$ cat config.mk
export PLATFORM = sky130hd
export DESIGN_NAME = cfcu_top
export DESIGN_NICKNAME = d
export VERILOG_FILES = /design/src/shared/cfcu_pkg.sv /design/src/hdl/cfcu_top.sv
export SDC_FILE = /design/constraint.sdc
export NUM_CORES = 1
export LEC_CHECK = 0
export ABC_AREA = 1
export BUFFER_PORTS_ARGS = -buffer_cell sky130_fd_sc_hd__buf_2
export CAP_MARGIN = 10
export CORE_UTILIZATION = 46
export DETAILED_ROUTE_END_ITERATION = 7
export PLACE_DENSITY = 0.85
export SLEW_MARGIN = 20
export SYNTH_ARGS = -nofsm -noshare
export SYNTH_HDL_FRONTEND = slang
export SYNTH_SLANG_ARGS = --single-unit
$ cat constraint.sdc
create_clock -name clock -period 1.4 [get_ports clock]
set_clock_uncertainty 0.15 [all_clocks]
set_input_delay 0.07 -clock clock [delete_from_list [all_inputs] [get_ports clock]]
set_output_delay 0.07 -clock clock [all_outputs]
set_load 0.005 [all_outputs]
$ cat src/shared/cfcu_pkg.sv
// package for the condition flag and code unit
package cfcu_pkg;
    // status word field positions
    localparam int CarryBit = 0;
    localparam int OverflowBit = 1;
    localparam int ZeroBit = 2;
    localparam int NegativeBit = 3;
    localparam int UnderflowBit = 4;
    localparam int StickyOverflowBit = 5;
    localparam int StickyUnderflowBit = 6;
    localparam int FlagCount = 7;
    localparam logic [31:0] StatusReset = 32'h0000_0000;
    localparam logic [31:0] FlagMask = 32'h0000_007f;
    // register offsets for the plain register port
    localparam logic [3:0] StatusAddr = 4'h0;
    localparam logic [3:0] CondProbeAddr = 4'h1;
    // float exponent limits
    localparam logic signed [9:0] ExpUnderLimit = -10'sd128;
    localparam logic signed [9:0] ExpOverLimit = 10'sd127;
    localparam int DestRegCount = 8;

    typedef enum logic [2:0] {
        OP_NONE = 3'b000,
        OP_LOGIC = 3'b001,
        OP_INT_ADD = 3'b010,
        OP_INT_SUB = 3'b011,
        OP_INT_OTHER = 3'b100,
        OP_FLOAT = 3'b101,
        OP_SHIFT = 3'b110
    } cfcu_op_t;

    typedef enum logic [4:0] {
        COND_ALWAYS = 5'h00,
        COND_UNSIGNED_BELOW = 5'h01,
        COND_UNSIGNED_BELOW_OR_SAME = 5'h02,
        COND_UNSIGNED_ABOVE = 5'h03,
        COND_UNSIGNED_ABOVE_OR_SAME = 5'h04,
        COND_EQUAL = 5'h05,
        COND_NOT_EQUAL = 5'h06,
        COND_SIGNED_LESS = 5'h07,
        COND_SIGNED_LESS_OR_EQUAL = 5'h08,
        COND_SIGNED_GREATER = 5'h09,
        COND_SIGNED_GREATER_OR_EQUAL = 5'h0a,
        COND_UNDEFINED = 5'h0b,
        COND_NO_OVERFLOW = 5'h0c,
        COND_OVERFLOW = 5'h0d,
        COND_NO_UNDERFLOW = 5'h0e,
        COND_UNDERFLOW = 5'h0f,
        COND_NO_STICKY_OVERFLOW = 5'h10,
        COND_STICKY_OVERFLOW = 5'h11,
        COND_NO_STICKY_UNDERFLOW = 5'h12,
        COND_STICKY_UNDERFLOW = 5'h13,
        COND_ZERO_OR_UNDERFLOW = 5'h14
    } cfcu_cond_t;

    // result presented by an execution unit
    typedef struct packed {
        logic valid;
        cfcu_op_t op;
        logic isCompare;
        logic [4:0] destReg;
        logic [31:0] value;
        logic carryOut;
        logic intOverflow;
        logic signed [9:0] exponent;
        logic floatNegative;
        logic [4:0] shiftCount;
        logic shiftLastOut;
    } cfcu_result_t;

    // flags as held in the status word
    typedef struct packed {
        logic stickyUnderflow;
        logic stickyOverflow;
        logic underflow;
        logic negative;
        logic zero;
        logic overflow;
        logic carry;
    } cfcu_flags_t;
endpackage

$ cat src/hdl/cfcu_top.sv
// condition flag generation and condition code evaluation
//
// Decided for this implementation: the placing of the registers and the plain strobed port.
`timescale 1ns/1ps
`default_nettype none

// Contract
// RQ1: update flags only when destination is one of the eight extended registers
// RQ2: compare and bit-test instructions always update flags, whatever register
// RQ3: flags sit in status bits 0 to 6: C V Z N UF LV STICKY_UNDERFLOW_FLAG
// RQ4: sticky underflow sets with underflow; cleared only by reset or status write
// RQ5: sticky overflow sets with overflow; cleared only by reset or status write
// RQ6: exponent at or below -128 sets underflow and forces the output to zero
// RQ7: logical ops copy output MSB to negative; arithmetic uses result sign
// RQ8: zero flag set when the output equals zero
// RQ9: overflow on integer misfit or exponent above 127; logical ops clear it
// RQ10: carry from add carry or subtract borrow; cleared other integer; float/logic keep
// RQ11: shifts load carry with last bit out, zero count clears carry
// RQ12: flags judged on float, 32-bit signed or 32-bit unsigned output format
// RQ13: codes 00000 to 10100 accepted; 01011 is undefined and reads false
// RQ14: code 00000 is always true
// RQ15: 00001 C, 00010 C or Z, 00011 not C and not Z, 00100 not C
// RQ16: 00101 is Z, 00110 is not Z
// RQ17: 00111 N, 01000 N or Z, 01001 not N and not Z, 01010 not N
// RQ18: compare-to-zero conditions reuse equal, not-equal, greater, less, greater-equal
// RQ19: 01100 not V, 01101 V, 01110 not UF, 01111 UF
// RQ20: 10000 to 10011 sticky flags and inverses, 10100 Z or UF
// RQ21: explicit status write wins over a same-cycle flag update
module cfcu_top
    import cfcu_pkg::*;
(
    // clock and reset
    input wire logic clock,
    input wire logic srst,
    // execution unit result
    input wire cfcu_result_t result,
    // condition query
    input wire logic [4:0] condCode,
    // register port
    input wire logic [3:0] regAddr,
    input wire logic [31:0] regWrData,
    input wire logic regWr,
    input wire logic regRd,
    output logic [31:0] regRdData,
    // outputs
    output logic condTrue,
    output logic [31:0] resultOut,
    output cfcu_flags_t flagsOut
);
    cfcu_flags_t flags_q, flags_d, calc;
    logic [31:0] statusUpper_q, statusUpper_d;
    logic [31:0] rdData_q, rdData_d;
    logic condTrue_q, condTrue_d;
    logic [31:0] resultOut_q, resultOut_d;

    // update gating
    wire logic destIsExt = (result.destReg < 5'(DestRegCount)); // RQ1
    wire logic doUpdate = result.valid && (destIsExt || result.isCompare); // RQ1 RQ2
    wire logic isLogic = (result.op == OP_LOGIC);
    wire logic isFloat = (result.op == OP_FLOAT);
    wire logic isIntArith = (result.op == OP_INT_ADD) || (result.op == OP_INT_SUB)
        || (result.op == OP_INT_OTHER);
    wire logic isShift = (result.op == OP_SHIFT);
    wire logic floatUnder = isFloat && (result.exponent <= ExpUnderLimit); // RQ6
    wire logic floatOver = isFloat && (result.exponent > ExpOverLimit); // RQ9 RQ12
    wire logic [31:0] outValue = floatUnder ? 32'h0000_0000 : result.value; // RQ6
    wire logic outZero = (outValue == 32'h0000_0000); // RQ8
    wire logic statusWr = regWr && (regAddr == StatusAddr);

    // flag calculation
    always_comb begin
        calc = flags_q;
        calc.zero = outZero; // RQ8
        calc.underflow = floatUnder; // RQ6
        if (isLogic) begin
            calc.negative = outValue[31]; // RQ7 RQ12
            calc.overflow = 1'b0; // RQ9
        end else if (isFloat) begin
            calc.negative = floatUnder ? 1'b0 : result.floatNegative; // RQ7
            calc.overflow = floatOver; // RQ9
        end else begin
            calc.negative = outValue[31]; // RQ7 RQ12
            calc.overflow = isIntArith && result.intOverflow; // RQ9
        end
        if (result.op == OP_INT_ADD || result.op == OP_INT_SUB) begin
            calc.carry = result.carryOut; // RQ10
        end else if (result.op == OP_INT_OTHER) begin
            calc.carry = 1'b0; // RQ10
        end else if (isShift) begin
            calc.carry = (result.shiftCount == 5'h00) ? 1'b0 : result.shiftLastOut; // RQ11
        end else begin
            calc.carry = flags_q.carry; // RQ10
        end
        calc.stickyOverflow = flags_q.stickyOverflow | calc.overflow; // RQ5
        calc.stickyUnderflow = flags_q.stickyUnderflow | calc.underflow; // RQ4
    end

    // next status
    always_comb begin
        flags_d = flags_q;
        statusUpper_d = statusUpper_q;
        if (statusWr) begin
            flags_d = cfcu_flags_t'(regWrData[FlagCount-1:0]); // RQ21 RQ4 RQ5
            statusUpper_d = regWrData & ~FlagMask;
        end else if (doUpdate) begin
            flags_d = calc; // RQ1 RQ2
        end
    end

    // condition evaluation on the held flags
    always_comb begin
        condTrue_d = 1'b0;
        unique case (cfcu_cond_t'(condCode))
            COND_ALWAYS: condTrue_d = 1'b1; // RQ14
            COND_UNSIGNED_BELOW: condTrue_d = flags_q.carry; // RQ15
            COND_UNSIGNED_BELOW_OR_SAME: condTrue_d = flags_q.carry | flags_q.zero; // RQ15
            COND_UNSIGNED_ABOVE: condTrue_d = ~flags_q.carry & ~flags_q.zero; // RQ15
            COND_UNSIGNED_ABOVE_OR_SAME: condTrue_d = ~flags_q.carry; // RQ15
            COND_EQUAL: condTrue_d = flags_q.zero; // RQ16 RQ18
            COND_NOT_EQUAL: condTrue_d = ~flags_q.zero; // RQ16 RQ18
            COND_SIGNED_LESS: condTrue_d = flags_q.negative; // RQ17 RQ18
            COND_SIGNED_LESS_OR_EQUAL: condTrue_d = flags_q.negative | flags_q.zero; // RQ17
            COND_SIGNED_GREATER: condTrue_d = ~flags_q.negative & ~flags_q.zero; // RQ17 RQ18
            COND_SIGNED_GREATER_OR_EQUAL: condTrue_d = ~flags_q.negative; // RQ17 RQ18
            COND_UNDEFINED: condTrue_d = 1'b0; // RQ13
            COND_NO_OVERFLOW: condTrue_d = ~flags_q.overflow; // RQ19
            COND_OVERFLOW: condTrue_d = flags_q.overflow; // RQ19
            COND_NO_UNDERFLOW: condTrue_d = ~flags_q.underflow; // RQ19
            COND_UNDERFLOW: condTrue_d = flags_q.underflow; // RQ19
            COND_NO_STICKY_OVERFLOW: condTrue_d = ~flags_q.stickyOverflow; // RQ20
            COND_STICKY_OVERFLOW: condTrue_d = flags_q.stickyOverflow; // RQ20
            COND_NO_STICKY_UNDERFLOW: condTrue_d = ~flags_q.stickyUnderflow; // RQ20
            COND_STICKY_UNDERFLOW: condTrue_d = flags_q.stickyUnderflow; // RQ20
            COND_ZERO_OR_UNDERFLOW: condTrue_d = flags_q.zero | flags_q.underflow; // RQ20
            default: condTrue_d = 1'b0; // RQ13
        endcase
    end

    // read data
    wire logic [31:0] statusWord = statusUpper_q | {25'h0, flags_q}; // RQ3
    always_comb begin
        rdData_d = 32'h0000_0000;
        if (regRd) begin
            if (regAddr == StatusAddr) begin
                rdData_d = statusWord; // RQ3
            end else if (regAddr == CondProbeAddr) begin
                rdData_d = {31'h0, condTrue_q};
            end
        end
    end

    assign resultOut_d = result.valid ? outValue : resultOut_q; // RQ6

    always_ff @(posedge clock) begin
        if (srst) begin
            flags_q <= cfcu_flags_t'(StatusReset[FlagCount-1:0]);
            statusUpper_q <= StatusReset;
            rdData_q <= 32'h0000_0000;
            condTrue_q <= 1'b0;
            resultOut_q <= 32'h0000_0000;
        end else begin
            flags_q <= flags_d;
            statusUpper_q <= statusUpper_d;
            rdData_q <= rdData_d;
            condTrue_q <= condTrue_d;
            resultOut_q <= resultOut_d;
        end
    end

    assign regRdData = rdData_q;
    assign condTrue = condTrue_q;
    assign resultOut = resultOut_q;
    assign flagsOut = flags_q;
endmodule

`default_nettype wire

==> impl_metrics.yaml <==
sta:
  slew-limit-headroom_pct: 76.8
  hold_viol: 1
  tightest_slew_ns: 0.343
  fin_crit_sh_pct: 99.6
  drv_slew: 0
  rsz0062_at_grt: "true"
  finalSetupTns_ns: 0
  hold_ws_ns: -0.00310
  post-route-min-period_ns: 1.39
  fmax_mhz: 717
  finalSetupViolCount: 0
  finalWorstSetupSlack_ns: 0.00500
grt:
  use_met2_pct: 52.6
  grt_util_met3_pct: 6.30
  grt_pass1_wl_um: 19800
  grt_pass1_vias: 4386
  antenna_found_initial: 0
  busiest_layer: "met2"
  gr-usage-all-layers_pct: 29.7
  groute.layer.met1.usage_pct: 33.5
  grt_max_degree: 65
  overflow: 0
yosys:
  synth-xor-area-share_pct: 0
  synth_top_area_cell: "dfxtp_1"
  yosys-top-cells-count: "dfxtp_1, o21ai_0, nand2_1"
  synth-simple-area-share_pct: 16.8
  ys_types: 28
  async_flop_share_pct: 0
  synthTopCellsByArea: "dfxtp_1, o21ai_0, a21oi_1"
  synth_compound_area_share_pct: 22.1
  syn_avg_cell_area_sq_um: 7.69
  synth_top_area_share_pct: 52.5
  yosysSeqAreaShare_pct: 52.5
  synth_fp_nets: 587
  ys_ff_latch: 97
  synth.most_common_cell: "dfxtp_1"
  synth_fa_ha_area_share_pct: 0
  synth_ff_type: "dfxtp_1"
  ys_warn_count: 0
  synth-edff-count: 0
  synth_area_sq_um: 3700
  synth_top_family_by_area: "compound AO/OA/AOI/OAI gates"
  muxShareOfSynthArea_pct: 0
  synthCells: 481
critical_path:
  crit_fanout: 33
  cp-start-kind: "primary input"
  ff2ff_setup_slack_ns: 0.09
  cp-end-kind: "flip-flop"
  reg2reg_depth: 7
  worstPathArrival_ns: 1.51
  rr_startpoint: "flagsOut[1]$_SDFFE_PP0P_"
  worstSetupPathType: "in -> reg"
  required_ns: 1.52
  reg2reg_to: "condTrue$_SDFF_PP0_"
detailed_routing:
  wirelength_um: 12500
  detail-route-antenna-nets: 0
  detail_route.wl_per_cell_um: 14.9
  drt-pass1-iter-count: 5
  drt_iter0_drc: 172
  drcViolationCount: 0
  vias: 4374
  viasPerCell: 5.21
clock_tree:
  cts_made_buffers: 9
  htree_levels: 3
  postCtsSetupRepairBufs: 0
  tritoncts: "built"
  clock_latency_ns: 0.36
  root_buffer: "clkbuf_8"
  path_clk_slew_ns: 0.11
  cts_max_path_buffers: 2
  cts.sinks: 97
place:
  dpl_worst_slack_ns: -0.105
  gp_congestion: 1.00
  hpwlAfterDp_um: 7420
  placed_cell_area_sq_um: 4810
  io_buffers: 174
  dp.cells: 753
min_path:
  holdPathEnd: "flagsOut[2]$_SDFFE_PP0P_"
  hp-start: "result[38]"
  hp-class: "in -> reg"
  holdPathStages: 6
cells_and_area:
  area_delta_synth_final_pct: 56.6
  final_cells: 839
  drive_above_1_share_pct: 30.5
  stdcell_area_sq_um: 5790
  diodes: 0
  finalNetCount: 838
status:
  violations: "hold timing"
  outcome: "finished with violations"
floorplanning:
  start_util_pct: 47.6
  coreArea_sq_um: 7770
  die_h_um: 91.7
  pin_count: 178
  die_area_sq_um: 8400
  rows: 32
  die_w_um: 91.7
flow_run:
  cap_violations: 0
pwr:
  p_leak_nw: 2.81
  peakVddDrop_v: 0.000506
  power_density_nw_per_um2: 963
==> final cells by class <==
cell class,count,area (sq um)
tap,102,128
clock inverter,7,83.8
fill,537,1980
clock buffer,9,124
sequential,97,1940
timing repair buffer,266,1820
inverter,55,206
multi-input combinational,303,1480
==> metrics by stage <==
stage	power, mW	utilization [%]
after floorplan	3.23	-
after global placement	3.56	62.0
after detailed placement	3.59	62.0
after CTS	5.56	73.9
after global routing	5.82	74.5
final	5.58	74.5
==> routing by layer <==
layer,routed length (um),vias up
met5,0,-
met4,509,0
met3,1050,58
met2,6110,272
met1,4830,1958
li1,-,2086
==> how the worst max path moves through the flow <==
stage,endpoint,cells past startpoint,slack [ns],startpoint
after floorplan,condTrue$_SDFF_PP0_,7,0.15,flagsOut[0]$_SDFFE_PP0P_
after global placement,flagsOut[2]$_SDFFE_PP0P_,11,-0.04,result[12]
after detailed placement,flagsOut[2]$_SDFFE_PP0P_,11,-0.11,result[12]
after CTS,flagsOut[2]$_SDFFE_PP0P_,7,0.004,result[42]
after global routing,resultOut[10]$_SDFFE_PP0P_,6,-0.04,srst
final,resultOut[10]$_SDFFE_PP0P_,6,0.005,srst
==> critical path, stage by stage <==
cell and delay [ns]:
dlygate4sd3_1 0.55, buf_2 0.17, inv_1 0.16, buf_12 0.19, o21ai_0 0.13, a21oi_1 0.23
==> report_power, final <==
group	internal [mW]	switching (mW)
clock network	0.720	1.12
registers	2.85	0.0495
logic	0.435	0.400
==> state kept, by name, summed over array words and instances (netlist names) <==
name,flops
condTrue,1
flagsOut,7
regRdData,32
resultOut,32
statusUpper_q,25
==> layout by cell type (no fill, tap or decap), types with 3 or more instances in the layout <==
master,count
o41ai_2,4
inv_1,53
clkbuf_8,9
buf_4,17
nand4_1,4
buf_12,5
o21ai_0,71
dfxtp_1,95
nand2_1,69
nor2_2,4
nor2_1,48
dlygate4sd3_1,72
buf_2,170
a21oi_1,64
o21ai_1,3
nand3_1,17
inv_8,3
o221ai_1,3
==> cells by family (layout without fill, tap and decap cells) <==
family,after synthesis,in the layout
AOI/OAI and AO/OA,154,154
and+or+nand+nor,149,149
DFF,97,97
buffers and inverters,81,337
==> timing repair <==
item | CTS | global route
resized for setup | 0 | 13
hold buffers | 72 | 2
endpoints found under the hold margin | 66 | 2
endpoints found under the setup margin | 0 | 3
(Power assumes the default switching activity.)
